<file path="src/include/sosn_pkg.sv">
// constants and carrier types of the sas oob tail and speed negotiation block
// What this block does
// - await-comsas-sent waits for transmitted, carries completed flag to await-no-comsas
// - await-no-comsas goes to sas start on completed or carried flag
// - entering await-comsas starts the comsas detect timeout timer
// - detect timeout without sata support clears mgmt reset, exits to no-comsas timeout
// - comsas detected clears mgmt reset and selector bit, confirms change if was one
// - sata timeout clears mgmt reset, exits to comwake if mgmt reset or no hold
// - sata timeout with spinup hold and mgmt reset zero exits to spinup hold
// - sas start starts rcdt and sets rate: 1.5 first window, else argument
// - sas start and rate-not-supported transmit d.c. idle only
// - rcdt expiry goes to rate-not-supported if unsupported, else await-align
// - rate-not-supported starts sntt and fails when it expires
// - await-align starts sntt and snlt, starts dws, sends align zero repeatedly
// - align zero or one before snlt expiry advance; sntt expiry fails
// - await-align1 sends align one; align one before snlt expiry advances, sntt expiry fails
// - negotiation states may answer dws lost by restarting dws
// - cominit, or dws lost without restart, returns to the cominit state
// - await-snw sends align one, confirms sl_ir receiver start in final window
// - await-snw passes on sntt expiry or stop sntt request
// - pass restarts at next rate unless final, then goes phy ready
// - fail at maximum or final window returns to await-comx
// - fail reruns earlier good rate as final, else next higher rate
// - align received counts only at the rate last set on the transmitter
package sosn_pkg;
    // ==========================================================
    // timing
    localparam int unsigned CLK_NS = 25;
    localparam int unsigned RCDT_NS = 500000;
    localparam int unsigned SNTT_NS = 100000;
    localparam int unsigned SNLT_NS = 50000;
    localparam int unsigned CSTMO_NS = 20000;
    localparam int unsigned RCDT_CYC = (RCDT_NS + CLK_NS - 1) / CLK_NS;
    localparam int unsigned SNTT_CYC = (SNTT_NS + CLK_NS - 1) / CLK_NS;
    localparam int unsigned SNLT_CYC = (SNLT_NS + CLK_NS - 1) / CLK_NS;
    localparam int unsigned CSTMO_CYC = (CSTMO_NS + CLK_NS - 1) / CLK_NS;
    // ==========================================================
    // register map and fields
    localparam logic [2:0] A_CTL = 3'h0;
    localparam logic [2:0] A_SUPP = 3'h1;
    localparam logic [2:0] A_CMD = 3'h2;
    localparam logic [2:0] A_STAT = 3'h3;
    localparam logic [2:0] A_WIN = 3'h4;
    localparam int unsigned F_SATA = 0;
    localparam int unsigned F_HOLD = 1;
    localparam int unsigned F_RETRY = 2;
    localparam int unsigned F_MAXLO = 4;
    localparam int unsigned F_MGMT = 0;
    localparam logic [7:0] CTL_RST = 8'h14;
    localparam logic [3:0] SUPP_RST = 4'h3;
    localparam logic [1:0] RATE_G1 = 2'h0;
    // ==========================================================
    // types
    typedef enum logic [3:0] {
        ST_IDLE, ST_SENT, ST_NOCS, ST_AWCS, ST_START, ST_RNS,
        ST_AL0, ST_AL1, ST_SNW, ST_PASS, ST_FAIL
    } sosn_st_t;
    typedef enum logic [1:0] {EN_SENT, EN_NOCS, EN_AWCS} sosn_ent_t;
    typedef enum logic [2:0] {
        EX_COMINIT, EX_AWCOMX, EX_NOCSTMO, EX_SASRDY, EX_COMWAKE, EX_HOLD
    } sosn_exit_t;
    typedef struct packed {
        logic valid;
        sosn_ent_t target;
    } sosn_enter_t;
    typedef struct packed {
        logic cominit_det;
        logic comsas_det;
        logic comsas_done;
        logic comsas_sent;
        logic align0;
        logic align1;
        logic [1:0] rate;
        logic dws_lost;
        logic stop_sntt;
    } sosn_rx_t;
    typedef struct packed {
        logic dcidle;
        logic align0;
        logic align1;
        logic set_rate;
        logic [1:0] rate;
        logic start_dws;
    } sosn_tx_t;
    typedef struct packed {
        logic psel_chg;
        logic slir_start;
        logic exit_v;
        sosn_exit_t exit_to;
    } sosn_ll_t;
endpackage : sosn_pkg

</file>
<file path="src/sosn_fsm.sv">
// sas oob tail and speed negotiation state machine with register port
//
// Chosen here: the strobed register port and the register addresses.
`timescale 1ns/10ps
`default_nettype none
module sosn_fsm #(
    parameter int unsigned RCDT_CYC = sosn_pkg::RCDT_CYC,
    parameter int unsigned SNTT_CYC = sosn_pkg::SNTT_CYC,
    parameter int unsigned SNLT_CYC = sosn_pkg::SNLT_CYC,
    parameter int unsigned CSTMO_CYC = sosn_pkg::CSTMO_CYC
) (
    input wire logic CLK_I, // core clock
    input wire logic RSTN_I, // async reset, low
    input wire sosn_pkg::sosn_enter_t ENTER_I, // entry from comsas state
    input wire sosn_pkg::sosn_rx_t RX_I, // receiver and link messages
    input wire logic PSEL_SET_I, // selector bit set by oob states
    input wire logic [2:0] ADDR_I, // register address
    input wire logic [7:0] WDATA_I, // write data
    input wire logic WE_I, // write strobe
    input wire logic RE_I, // read strobe
    output logic [7:0] RDATA_O, // read data, cycle after strobe
    output sosn_pkg::sosn_tx_t TX_O, // transmitter and dws messages
    output sosn_pkg::sosn_ll_t LL_O, // link layer messages
    output logic PSEL_O // attached selector bit
);
    // ==========================================================
    // state
    typedef struct packed {
        sosn_pkg::sosn_st_t st;
        logic cmpl;
        logic mgmt;
        logic psel;
        logic [1:0] rate;
        logic final_w;
        logic prev_ok;
        logic [31:0] t;
        logic [31:0] n;
        logic [7:0] ctl;
        logic [3:0] supp;
        logic [7:0] rdata;
        sosn_pkg::sosn_tx_t tx;
        sosn_pkg::sosn_ll_t ll;
    } sosn_state_t;

    sosn_state_t s_q, s_d;

    function automatic logic [31:0] dec(input logic [31:0] c);
        dec = (c != 32'h0) ? c - 32'h1 : 32'h0;
    endfunction : dec

    function automatic logic [31:0] ld(input int unsigned cyc);
        ld = (cyc > 0) ? 32'(cyc - 1) : 32'h0;
    endfunction : ld

    // ==========================================================
    // next state
    logic go, ex, al0, al1, snlt_ok, at_max, fin;
    sosn_pkg::sosn_st_t nxt;
    sosn_pkg::sosn_exit_t ex_to;
    logic [1:0] max_rate;

    always_comb begin
        s_d = s_q;
        go = 1'b0;
        ex = 1'b0;
        nxt = s_q.st;
        ex_to = sosn_pkg::EX_COMINIT;
        s_d.t = dec(s_q.t);
        s_d.n = dec(s_q.n);
        s_d.tx.set_rate = 1'b0;
        s_d.tx.start_dws = 1'b0;
        s_d.ll.psel_chg = 1'b0;
        s_d.ll.slir_start = 1'b0;
        s_d.ll.exit_v = 1'b0;
        s_d.rdata = 8'h0;
        max_rate = s_q.ctl[sosn_pkg::F_MAXLO +: 2];
        at_max = (s_q.rate >= max_rate);
        fin = s_q.final_w | at_max;
        // aligns only count at the rate last set
        al0 = RX_I.align0 && (RX_I.rate == s_q.rate);
        al1 = RX_I.align1 && (RX_I.rate == s_q.rate);
        snlt_ok = (s_q.n != 32'h0);
        case (s_q.st)
            sosn_pkg::ST_IDLE: begin
                if (ENTER_I.valid) begin
                    go = 1'b1;
                    case (ENTER_I.target)
                        sosn_pkg::EN_SENT: nxt = sosn_pkg::ST_SENT;
                        sosn_pkg::EN_NOCS: nxt = sosn_pkg::ST_NOCS;
                        default: nxt = sosn_pkg::ST_AWCS;
                    endcase
                end
            end
            sosn_pkg::ST_SENT: begin
                s_d.cmpl = s_q.cmpl | RX_I.comsas_done;
                if (RX_I.comsas_sent) begin
                    go = 1'b1;
                    nxt = sosn_pkg::ST_NOCS;
                end
            end
            sosn_pkg::ST_NOCS: begin
                if (RX_I.cominit_det) begin
                    ex = 1'b1;
                end else if (RX_I.comsas_done || s_q.cmpl) begin
                    go = 1'b1;
                    nxt = sosn_pkg::ST_START;
                    s_d.rate = sosn_pkg::RATE_G1;
                    s_d.final_w = 1'b0;
                    s_d.prev_ok = 1'b0;
                end
            end
            sosn_pkg::ST_AWCS: begin
                if (RX_I.comsas_det) begin
                    s_d.mgmt = 1'b0;
                    s_d.psel = 1'b0;
                    s_d.ll.psel_chg = s_q.psel;
                    go = 1'b1;
                    nxt = sosn_pkg::ST_NOCS;
                end else if (s_q.t == 32'h0) begin
                    ex = 1'b1;
                    s_d.mgmt = 1'b0;
                    if (!s_q.ctl[sosn_pkg::F_SATA]) begin
                        ex_to = sosn_pkg::EX_NOCSTMO;
                    end else if (s_q.mgmt || !s_q.ctl[sosn_pkg::F_HOLD]) begin
                        ex_to = sosn_pkg::EX_COMWAKE;
                    end else begin
                        ex_to = sosn_pkg::EX_HOLD;
                    end
                end
            end
            sosn_pkg::ST_START: begin
                if (RX_I.cominit_det) begin
                    ex = 1'b1;
                end else if (s_q.t == 32'h0) begin
                    go = 1'b1;
                    nxt = s_q.supp[s_q.rate] ? sosn_pkg::ST_AL0 : sosn_pkg::ST_RNS;
                end
            end
            sosn_pkg::ST_RNS: begin
                if (RX_I.cominit_det) begin
                    ex = 1'b1;
                end else if (s_q.t == 32'h0) begin
                    go = 1'b1;
                    nxt = sosn_pkg::ST_FAIL;
                end
            end
            sosn_pkg::ST_AL0, sosn_pkg::ST_AL1, sosn_pkg::ST_SNW, sosn_pkg::ST_PASS: begin
                if (RX_I.cominit_det) begin
                    ex = 1'b1;
                end else if (RX_I.dws_lost && !s_q.ctl[sosn_pkg::F_RETRY]) begin
                    ex = 1'b1;
                end else begin
                    s_d.tx.start_dws = RX_I.dws_lost;
                    case (s_q.st)
                        sosn_pkg::ST_AL0: begin
                            if (al1 && snlt_ok) begin
                                go = 1'b1;
                                nxt = sosn_pkg::ST_SNW;
                            end else if (al0 && snlt_ok) begin
                                go = 1'b1;
                                nxt = sosn_pkg::ST_AL1;
                            end else if (s_q.t == 32'h0) begin
                                go = 1'b1;
                                nxt = sosn_pkg::ST_FAIL;
                            end
                        end
                        sosn_pkg::ST_AL1: begin
                            if (al1 && snlt_ok) begin
                                go = 1'b1;
                                nxt = sosn_pkg::ST_SNW;
                            end else if (s_q.t == 32'h0) begin
                                go = 1'b1;
                                nxt = sosn_pkg::ST_FAIL;
                            end
                        end
                        sosn_pkg::ST_SNW: begin
                            if (s_q.t == 32'h0 || RX_I.stop_sntt) begin
                                go = 1'b1;
                                nxt = sosn_pkg::ST_PASS;
                            end
                        end
                        default: begin
                            s_d.prev_ok = 1'b1;
                            if (fin) begin
                                ex = 1'b1;
                                ex_to = sosn_pkg::EX_SASRDY;
                            end else begin
                                go = 1'b1;
                                nxt = sosn_pkg::ST_START;
                                s_d.rate = s_q.rate + 2'h1;
                            end
                        end
                    endcase
                end
            end
            sosn_pkg::ST_FAIL: begin
                if (s_q.final_w || at_max) begin
                    ex = 1'b1;
                    ex_to = sosn_pkg::EX_AWCOMX;
                end else if (s_q.prev_ok) begin
                    go = 1'b1;
                    nxt = sosn_pkg::ST_START;
                    s_d.rate = s_q.rate - 2'h1;
                    s_d.final_w = 1'b1;
                end else begin
                    go = 1'b1;
                    nxt = sosn_pkg::ST_START;
                    s_d.rate = s_q.rate + 2'h1;
                end
            end
            default: begin
                ex = 1'b1;
            end
        endcase
        // entry actions of the state being entered
        if (go) begin
            s_d.st = nxt;
            case (nxt)
                sosn_pkg::ST_SENT: s_d.cmpl = 1'b0;
                sosn_pkg::ST_AWCS: s_d.t = ld(CSTMO_CYC);
                sosn_pkg::ST_START: begin
                    s_d.t = ld(RCDT_CYC);
                    s_d.tx.set_rate = 1'b1;
                end
                sosn_pkg::ST_RNS: s_d.t = ld(SNTT_CYC);
                sosn_pkg::ST_AL0: begin
                    s_d.t = ld(SNTT_CYC);
                    s_d.n = ld(SNLT_CYC);
                    s_d.tx.start_dws = 1'b1;
                end
                sosn_pkg::ST_SNW: s_d.ll.slir_start = fin;
                default: begin
                end
            endcase
        end
        if (ex) begin
            s_d.st = sosn_pkg::ST_IDLE;
            s_d.ll.exit_v = 1'b1;
            s_d.ll.exit_to = ex_to;
        end
        // transmitter levels follow the state held next
        s_d.tx.rate = s_d.rate;
        s_d.tx.dcidle = (s_d.st == sosn_pkg::ST_START) || (s_d.st == sosn_pkg::ST_RNS);
        s_d.tx.align0 = (s_d.st == sosn_pkg::ST_AL0);
        s_d.tx.align1 = (s_d.st == sosn_pkg::ST_AL1) || (s_d.st == sosn_pkg::ST_SNW);
        // selector set by other states wins over a clear
        if (PSEL_SET_I) begin
            s_d.psel = 1'b1;
        end
        // register writes
        if (WE_I) begin
            case (ADDR_I)
                sosn_pkg::A_CTL: s_d.ctl = WDATA_I;
                sosn_pkg::A_SUPP: s_d.supp = WDATA_I[3:0];
                sosn_pkg::A_CMD: begin
                    if (WDATA_I[sosn_pkg::F_MGMT]) begin
                        s_d.mgmt = 1'b1;
                    end
                end
                default: begin
                end
            endcase
        end
        // register reads, answered next cycle
        if (RE_I) begin
            case (ADDR_I)
                sosn_pkg::A_CTL: s_d.rdata = s_q.ctl;
                sosn_pkg::A_SUPP: s_d.rdata = {4'h0, s_q.supp};
                sosn_pkg::A_STAT: s_d.rdata = {2'h0, s_q.psel, s_q.mgmt, s_q.st};
                sosn_pkg::A_WIN: s_d.rdata = {4'h0, s_q.prev_ok, s_q.final_w, s_q.rate};
                default: s_d.rdata = 8'h0;
            endcase
        end
    end

    // state register
    always_ff @(posedge CLK_I or negedge RSTN_I) begin
        if (!RSTN_I) begin
            s_q <= '0;
            s_q.ctl <= sosn_pkg::CTL_RST;
            s_q.supp <= sosn_pkg::SUPP_RST;
        end else begin
            s_q <= s_d;
        end
    end

    assign RDATA_O = s_q.rdata;
    assign TX_O = s_q.tx;
    assign LL_O = s_q.ll;
    assign PSEL_O = s_q.psel;

    logic neg_q;
    assign neg_q = s_q.st inside {sosn_pkg::ST_START, sosn_pkg::ST_RNS, sosn_pkg::ST_AL0,
        sosn_pkg::ST_AL1, sosn_pkg::ST_SNW, sosn_pkg::ST_PASS};
endmodule : sosn_fsm
`default_nettype wire

</file>
<file path="config.mk">
export PLATFORM = sky130hd
export DESIGN_NAME = sosn_fsm
export DESIGN_NICKNAME = d
export VERILOG_FILES = /design/src/include/sosn_pkg.sv /design/src/sosn_fsm.sv
export SDC_FILE = /design/constraint.sdc
export NUM_CORES = 1
export LEC_CHECK = 0
export ABC_AREA = 1
export BUFFER_PORTS_ARGS = -buffer_cell sky130_fd_sc_hd__buf_2
export CAP_MARGIN = 20
export CORE_ASPECT_RATIO = 0.5
export CORE_MARGIN = 10
export CORE_UTILIZATION = 35
export DETAILED_ROUTE_END_ITERATION = 6
export SETUP_SLACK_MARGIN = 0.05
export SYNTH_ARGS = -nofsm -noshare
export SYNTH_HDL_FRONTEND = slang
export SYNTH_SLANG_ARGS = --single-unit
</file>
<file path="constraint.sdc">
create_clock -name CLK_I -period 2.8 [get_ports CLK_I]
set_clock_uncertainty 0.1 [all_clocks]
set_input_delay 0.56 -clock CLK_I [delete_from_list [all_inputs] [get_ports CLK_I]]
set_output_delay 0.56 -clock CLK_I [all_outputs]
set_load 0.005 [all_outputs]
</file>
Word level (Yosys, flattened, before mapping)

Cells that the tools add are included.

Flip-flop bits (word level): 106
Latch bits: 0
Bits in writable memories: 0
Memory bits (read-only): 0
Bits of input ports: 29
Output and inout bits: 22
Logic and storage cells: 204
Memories: 0

$add $sub $neg: 4
Multiply operators: 0
Div/mod/pow operators: 0
$lt $le $gt $ge: 2
Equality and inequality tests: 35
Shift operators: 0
Multiplexer cells: 104
Bitwise gates (word level): 2
Reductions and logical operators: 36

Operators with widths:

| operator                                                               | count |
|---|---|
| 32-bit two-way mux                                                     | 3 |
| 32-bit case mux with 3 select lines                                    | 1 |
| 4-bit two-way mux                                                      | 21 |
| 64-bit two-way mux                                                     | 1 |
| 32-bit nonzero test                                                    | 2 |
| 32-bit by 1-bit subtractor with 32-bit output (second input constant)  | 2 |
| 1-bit two-way mux                                                      | 49 |
| 4-bit by 3-bit equality test with 1-bit output (second input constant) | 11 |
| 32-bit zero test                                                       | 1 |
| 4-bit case mux with 8 select lines                                     | 1 |
| 8-bit case mux with 4 select lines                                     | 1 |
| 3-bit two-way mux                                                      | 7 |
| 4-bit equality test (second input constant)                            | 5 |
| 2-bit two-way mux                                                      | 8 |
| 2-bit != test (second input constant)                                  | 8 |
| 4-bit by 2-bit equality test with 1-bit output (second input constant) | 3 |
| 4-bit case mux with 3 select lines                                     | 1 |
| 3-bit case mux with 3 select lines                                     | 1 |
| 4-bit by 1-bit equality test with 1-bit output (second input constant) | 2 |
| 8-bit two-way mux                                                      | 1 |
| 8-bit AND reduction                                                    | 1 |
| 2-bit nonzero test                                                     | 4 |
| 1-bit case mux with 7 select lines                                     | 1 |
| 3-bit by 2-bit equality test with 1-bit output (second input constant) | 2 |
| other kinds (29)                                                       | 46 |

Longest topological paths before layout

Gate-level depths: netlist of the first run.

Depth after elaboration: 15
Gate-level depth with buffers: 20
Mapped depth without buffers: 20

Worst setup path before layout of the first run

OpenSTA, ideal clock, no wires.

Path type: register to register
Start point: register, netlist name TX_O[1]
End point: register s_q[85] (netlist name)
Setup time: 68 ps
Data arrival time: 2,386 ps
Data required time: 2,632 ps
Path slack: 246 ps
Cell stages (with the launch flop): 16
Buffers on the path: 2
Period minus slack after synthesis: 2,554 ps
Path through: dfrtp_1 -> buf_2 -> inv_1 -> ha_1 -> inv_1 -> nand2_1 -> a211oi_2 -> nor2_1 -> nor3_1 -> nand3_2 -> nand2_4 -> nor2_4 -> inv_2 -> nand3_4 -> buf_12 -> nor2_4

RTL lines:

| item          | line           | source |
|---|---|---|
| end, declared | sosn_fsm.sv:45 | `sosn_state_t s_q, s_d;` |

==> flow_summary.rst, run 1 <==
.. list-table::
   :header-rows: 1

   * - Metric
     - Value
   * - Number of antenna violations at the first check in global routing
     - 0
   * - Synth unique cells
     - 52
   * - Final instance count without filler cells
     - ~1100
   * - Ordered cell list for the critical path
     - ha_1 -> inv_1 -> nand2_1 -> a211oi_2 -> buf_4 -> nand2_2 -> nand3_2 -> nand3_2 -> nand2_2 -> nand3_2 -> o21bai_4 -> nand3_4 -> buf_12 -> nor2_4
   * - Main flop type after synthesis
     - dfrtp_1
   * - Net count of the mapped netlist
     - 849
   * - Final max-slew violation count
     - 0
   * - CP arrival
     - approximately 2800 ps
   * - Drt first pass iters
     - 5
   * - Maximum number of buffers from clock root to sink
     - 2
   * - Worst vdd rail ir drop
     - 0.000310 V
   * - Site Rows
     - 35
   * - Area used by sequential logic in the layout
     - approximately 2700 um2
   * - IO Pins
     - approximately 50
   * - Count of final hold-check violations
     - 0
   * - Post-layout power
     - roughly 0.0054 W
   * - Clock Latency Late Sink
     - 350 ps
   * - Horizontal extent of the die
     - ~210 um
   * - Maximum clock frequency
     - between 300 and 400 MHz
   * - Wire length of the first global-routing pass
     - roughly 27000 um
   * - # nets final
     - 910
   * - Slew of the pin with the lowest slew margin
     - 605 ps
   * - Leakage Power
     - about 3.9 nW
   * - Combined area of the multi-input logic cells
     - around 3300 um2
   * - Synthesized area per cell
     - approximately 8.0 um2
   * - Required time of the critical path
     - about 2900 ps
   * - CTS sink cnt
     - approximately 110
   * - Detailed Place HPWL
     - between 10000 and 15000 um
   * - Post-detailed-routing wire length
     - 15800 um
   * - Worst hold slack
     - about 97 ps
   * - Pin count of the biggest net entering global routing
     - 46
   * - DRC violations left
     - 0
   * - Top Metal Used
     - met4
   * - Count of inserted antenna diode cells
     - 0
   * - Length of routed wiring on met1
     - a little under 8000 um
   * - Met3 Routed Length
     - roughly 620 um
   * - Path class of the lowest-slack min-delay path
     - in2async
   * - RSZ-0062 raised after global routing
     - yes
   * - Largest fanout of any net on the critical path
     - 8
   * - Number of global-route vias before repair
     - 5292
   * - Y dimension of the die
     - between 100 and 150 um
   * - Number of nets with antenna violations after detailed routing
     - 0
   * - Critical path class
     - reg2reg
   * - Largest cells by area after synthesis
     - dfrtp_1 39%, nand2_1 8.3%, inv_1 6.2%
   * - Sum of overflow across all layers after global routing
     - 0
   * - Count of final setup violators
     - 0
   * - Max-slew headroom at the worst pin
     - roughly 60%
   * - Crit end category
     - register
   * - Maximum level of the CTS H-tree
     - 3
   * - Status
     - completed
   * - Clock transition at path regs
     - 80 ps
   * - Avg Vias per Cell
     - between 4 and 5
   * - Number of enable-type register cells in the synthesized netlist
     - 0
   * - Slowest Stage Delay on Critical Path
     - between 500 and 600 ps
   * - IO Port Bufs
     - 50
   * - Critical Path Source Type
     - register
   * - Reg2Reg Setup Slack
     - between 150 and 200 ps
   * - Family with the most delay on the worst path
     - simple AND/OR/NAND/NOR gates
   * - Count of mapped cells out of synthesis
     - approximately 820
   * - P per Cell Area
     - a little over 700 nW/um2
   * - Area added between synthesis and finish
     - 15.6%
   * - Share of post-route cells with drive strength above 1
     - around 25%
   * - Die area
     - around 25000 um2
   * - Detail Route met2 WL
     - 7100 um
   * - Number of buffers added by the clock tree synthesis step
     - 9
   * - Max Cap Viol
     - 0
   * - Total global-route track usage
     - between 10% and 20%
   * - Sequential element share of the synthesized area
     - around two fifths
   * - Fillcell total
     - roughly 1900
   * - Final RePlAce weighted congestion
     - about 1
   * - Buf/Inv on CP
     - 3
   * - Fin Setup TNS
     - 0 ps
   * - Clock period minus final worst setup slack
     - ~2600 ps
   * - Startpoint of the most critical setup path
     - max_rate[0]
   * - Root Buffer Master
     - clkbuf_16
   * - Iteration-0 DRC count of the detailed router
     - about 460
   * - Top-area cell type share of the netlist area
     - about 40%
   * - Most frequent cell on the critical path
     - nand3_2
   * - Final Cycle Share
     - around 94%
   * - Total instance count after detailed placement
     - between 1000 and 1500
   * - Cell area after synthesis
     - 6550 um2
   * - Crit path max-delay cell type
     - dfstp_2
   * - Cell taking the most area after synthesis
     - dfrtp_1
   * - Total of flip-flops plus latches after synthesis
     - 106
   * - Detailed-route wire length per cell
     - 14.1 um
   * - Yosys warns
     - 0
   * - Launching point of the worst reg2reg path
     - max_rate[0]
   * - Floorplan Core Area
     - 18400 um2
   * - Proportion of register bits with asynchronous set or reset after synthesis
     - 100%
   * - TritonCTS clock tree
     - done
   * - Starting Density
     - a little over a third
   * - Number of vias in the routed layout
     - ~5300
==> layout make-up <==
cell class / count / area share (%)
clock buffer: 11 / 3.21
tap: 240 / 3.97
clock inverter: 5 / 0.843
sequential: 106 / 35.1
multi-input combinational: 554 / 43.3
timing repair buffer: 82 / 7.34
inverter: 123 / 6.20
==> registers in the layout, summed over array words and instances (netlist names) <==
register	count
LL_O	6
PSEL_O	1
RDATA_O	8
TX_O	7
max_rate	2
s_q	82
==> cells in the mapped netlist, types with 13 or more instances <==
master	instances
xor2_1	33
inv_1	108
xnor2_1	17
nand3_1	50
o21ai_0	33
nor2_1	103
nand2_1	144
nor2_2	19
a21oi_1	22
buf_4	21
nand4_1	13
nor3_1	16
dfrtp_1	102
nor2_4	27
==> metrics by stage <==
step	setup WS, ps	util [%]	cell area, um2
2_1_floorplan	246	-	6550
3_3_place_gp	74.5	38.6	7110
3_5_place_dp	65.3	38.6	7110
4_1_cts	59.8	40.3	7410
5_1_grt	10.5	41.2	7570
6_report	171	41.2	7570
==> logic make-up after synthesis <==
group / Yosys count / synth area share (%)
compound gates: 91 / 8.56
xor+xnor: 50 / 6.69
fa+ha+maj: 5 / 0.955
buf+inv: 155 / 10.8
flops: 106 / 40.6
mux: 3 / 0.516
simple gates: 405 / 31.9
==> placed cells by master (no fill, tap or decap), types with 2 or more instances in the layout <==
master	instances
o211ai_1	3
dfrtp_1	101
nand2_1	139
nand3_2	8
nand3_1	46
o21ai_1	7
xor2_1	33
buf_2	49
nor2_4	29
inv_2	13
xnor2_1	17
nor2_2	27
nand2_2	13
clkinv_4	4
o21bai_4	2
clkbuf_16	9
ha_2	2
a21oi_1	22
nand4_1	13
nor2_8	3
nand2_4	6
o31ai_1	6
buf_12	5
o2111ai_1	4
buf_4	28
nor2_1	93
inv_1	107
ha_1	3
a221oi_1	4
nor4_2	2
mux2_2	3
nor4_1	3
nor3_1	16
o21ai_0	32
o22ai_1	4
dfstp_2	4
==> report_power, final <==
group / switching (W) / leakage (nW) / internal, W
registers: 0.000232 / 1.36 / 0.00180
logic: 0.00125 / 2.35 / 0.000786
clock network: 0.000579 / 0.146 / 0.000724
==> what timing repair did <==
item	CTS	global route
resized for setup	0	29
buffers inserted	0	8
endpoints found under the setup margin	0	32
hold buffers	0	0
==> layer usage <==
layer  vias to the layer above  GRT usage, %
li1                       2693             -
met1                      2503          17.9
met2                       120          21.0
met3                        24          2.54
met4                         0          3.80
met5                         -             0
==> worst paths after layout <==
path | cells after the start | end
max | 14 | s_q[90]
min | 1 | RDATA_O[7]
max reg2reg | 14 | s_q[90]
min reg2reg | 1 | LL_O[2]
max in group asynchronous | 2 | s_q[21]
min in group CLK_I | 2 | PSEL_O
==> worst reg2reg max path, delay by kind of cell (launching register included) <==
kind,cells,cell delay (ps)
simple gates,8,700
fa+ha+maj,1,220
compound gates,2,520
buf+inv,3,450
flops,1,540
Power figures use the tool's default switching activity.
==> inputs of run 2 (changes only) <==
--- a/config.mk
+++ b/config.mk
@@ -12,6 +12,7 @@
 export CORE_MARGIN = 10
 export CORE_UTILIZATION = 35
 export DETAILED_ROUTE_END_ITERATION = 6
+export HOLD_SLACK_MARGIN = 0.03
 export SETUP_SLACK_MARGIN = 0.05
 export SYNTH_ARGS = -nofsm -noshare
 export SYNTH_HDL_FRONTEND = slang
==> constraint.sdc (replaced) <==
create_clock -name CLK_I -period 2.2 [get_ports CLK_I]
set_clock_uncertainty 0.1 [all_clocks]
set_input_delay 0.44 -clock CLK_I [delete_from_list [all_inputs] [get_ports CLK_I]]
set_output_delay 0.44 -clock CLK_I [all_outputs]
set_load 0.005 [all_outputs]
==> run 2 against run 1 <==
The flow now finishes with violations (setup timing). Sequential power increased by 26%. Sequential share of layout area decreased by 8.6 points. Via count increased by 21%. Critical path type unchanged. Largest cell class unchanged. Flip-flop and latch count unchanged. Critical path depth increased by 3. Total power up 62%. First-iteration DRC count is 13% lower.
==> flow_summary.rst, run 2 (same netlist as run 1, synthesis figures left out) <==
.. list-table::
   :header-rows: 1

   * - Metric
     - Value
   * - Avg Vias per Cell
     - approximately 4.7
   * - Wire length of the first global-routing pass
     - 30700 um
   * - Crit end category
     - register
   * - Worst hold slack
     - between 200 and 250 ps
   * - Max-slew headroom at the worst pin
     - a little under 60%
   * - Slowest Stage Delay on Critical Path
     - 450 ps
   * - Final instance count without filler cells
     - approximately 1400
   * - CTS sink cnt
     - 106
   * - Final max-slew violation count
     - 0
   * - DRC violations left
     - 0
   * - Reg2Reg Setup Slack
     - -350 ps
   * - Critical Path Source Type
     - register
   * - Sum of overflow across all layers after global routing
     - 0
   * - Count of final hold-check violations
     - 0
   * - Worst vdd rail ir drop
     - approximately 0.00045 V
   * - P per Cell Area
     - 868 nW/um2
   * - TritonCTS clock tree
     - done
   * - Slew of the pin with the lowest slew margin
     - ~630 ps
   * - Clock transition at path regs
     - about 80 ps
   * - Top library cells by usage in the layout, fill and taps aside
     - 239 x buf_4, 118 x nand2_1, 97 x dfrtp_1, 97 x inv_1, 68 x nor2_1
   * - Total instance count after detailed placement
     - 1279
   * - CP arrival
     - approximately 2700 ps
   * - IO Pins
     - slightly above 50
   * - IO Port Bufs
     - 50
   * - Worst Setup Slack, final
     - -348 ps
   * - Number of antenna violations at the first check in global routing
     - 0
   * - # nets final
     - 1151
   * - Biggest register
     - s_q
   * - Maximum clock frequency
     - between 300 and 400 MHz
   * - RSZ-0062 raised after global routing
     - yes
   * - Status
     - finished, violations left
   * - Fin Setup TNS
     - -12870 ps
   * - Buf/Inv on CP
     - 3
   * - Drt first pass iters
     - 5
   * - Max Cap Viol
     - 0
   * - Y dimension of the die
     - 117 um
   * - Root Buffer Master
     - clkbuf_16
   * - Starting Density
     - 35.6%
   * - Post-detailed-routing wire length
     - slightly below 20000 um
   * - Total global-route track usage
     - 15.2%
   * - Ordered cell list for the critical path
     - nor2_4 -> nand2_2 -> nor2_4 -> nand2_4 -> nor2_8 -> nand2_4 -> nor2_4 -> buf_6 -> nor2_1 -> nor2_1 -> nand2_1 -> nand3_2 -> buf_4 -> buf_4 -> a21oi_4 -> nor2_4 -> o21ai_1
   * - Family with the most delay on the worst path
     - simple AND/OR/NAND/NOR gates
   * - Largest fanout of any net on the critical path
     - 6
   * - Pin count of the biggest net entering global routing
     - 40
   * - Final RePlAce weighted congestion
     - about 0.96
   * - Maximum level of the CTS H-tree
     - 3
   * - Worst setup timing slack at the placement stage
     - -323 ps
   * - Horizontal extent of the die
     - between 200 and 250 um
   * - Max reg flops
     - 82
   * - Count of inserted antenna diode cells
     - 0
   * - Clock period minus final worst setup slack
     - between 2000 and 3000 ps
   * - Detailed Place HPWL
     - approximately 14000 um
   * - Share of post-route cells with drive strength above 1
     - roughly half
   * - Most frequent cell on the critical path
     - nor2_4
   * - Die area
     - 24900 um2
   * - Number of buffers added by the clock tree synthesis step
     - 9
   * - Most common cell after layout, fill and taps aside
     - buf_4
   * - Detailed-route wire length per cell
     - 14.3 um
   * - Leakage Power
     - 5.23 nW
   * - Clock Latency Late Sink
     - 350 ps
   * - Count of final setup violators
     - 55
   * - Final Cycle Share
     - 116%
   * - Number of nets with antenna violations after detailed routing
     - 0
   * - Maximum number of buffers from clock root to sink
     - 2
   * - Iteration-0 DRC count of the detailed router
     - roughly 400
   * - Crit path max-delay cell type
     - dfrtp_2
   * - Area added between synthesis and finish
     - 53.5%
   * - Required time of the critical path
     - 2330 ps
   * - Critical path class
     - reg2reg
   * - Path class of the lowest-slack min-delay path
     - in2reg
   * - Floorplan Core Area
     - around 18000 um2
   * - Site Rows
     - 35
   * - Number of global-route vias before repair
     - ~6300
   * - Failing checks
     - setup timing
   * - Number of vias in the routed layout
     - 6466
   * - Final core utilization
     - 54.7%
==> run 2: changes by cell type in the layout (fill, tap and decap cells not counted), sizes merged <==
cell	delta
buf	+237
clkinvlp	-1
dlygate4sd3	+1
clkinv	-2
clkbuf	+1
inv	+5
==> run 2: worst reg2reg max path, stage by stage (launching register included) <==
cell	delay [ps]
dfrtp_2	450
nor2_4	120
nand2_2	90
nor2_4	190
nand2_4	90
nor2_8	100
nand2_4	90
nor2_4	190
buf_6	120
nor2_1	30
nor2_1	120
nand2_1	120
nand3_2	100
buf_4	110
buf_4	110
a21oi_4	40
nor2_4	190
o21ai_1	100
==> run 2: timing repair <==
item | 4_1_cts | 5_1_grt
buffers inserted | 46 | 23
endpoints found under the hold margin | 24 | 0
gates cloned | 0 | 4
pin swaps | 46 | 50
hold buffers | 1 | 0
endpoints found under the setup margin | 71 | 81
resized for setup | 91 | 86
==> run 2: worst paths after layout <==
kind / start / to / cells after the start
max reg2reg: s_q[79] / s_q[65] / 17
max in group asynchronous: RSTN_I / s_q[27] / 3
min reg2reg: s_q[33] / s_q[33] / 1
max: s_q[79] / s_q[65] / 17
min: WDATA_I[7] / s_q[32] / 2
min in group asynchronous: RSTN_I / RDATA_O[1] / 2
==> run 2: routing by layer <==
| layer | routed length (um) | global-route usage (%) | vias up |
|---|---|---|---|
| li1 | - | - | 3178 |
| met1 | 8830 | 19.2 | 3124 |
| met2 | 9770 | 26.8 | 142 |
| met3 | 693 | 2.25 | 22 |
| met4 | 237 | 3.99 | 0 |
| met5 | 0 | 0 | - |
==> run 2: final cells by class <==
type	instances	area, um2
sequential	106	2660
clock buffer	9	225
clock inverter	7	92.6
timing repair buffer	323	2530
multi-input combinational	554	3760
inverter	123	477
tap	240	300
fill	1662	8340
==> run 2: per-stage QoR <==
step / area [um2] / power [W]
after floorplan: 6630 / 0.00447
after global placement: 8550 / 0.00586
after detailed placement: 8550 / 0.00591
after CTS: 9510 / 0.00818
after global routing: 10100 / 0.00922
final: 10100 / 0.00872
==> run 2: power by group <==
part	internal, W	switching (W)
Sequential	0.00230	0.000264
Combinational	0.00218	0.00226
Clock	0.000919	0.000807
Total	0.00539	0.00333
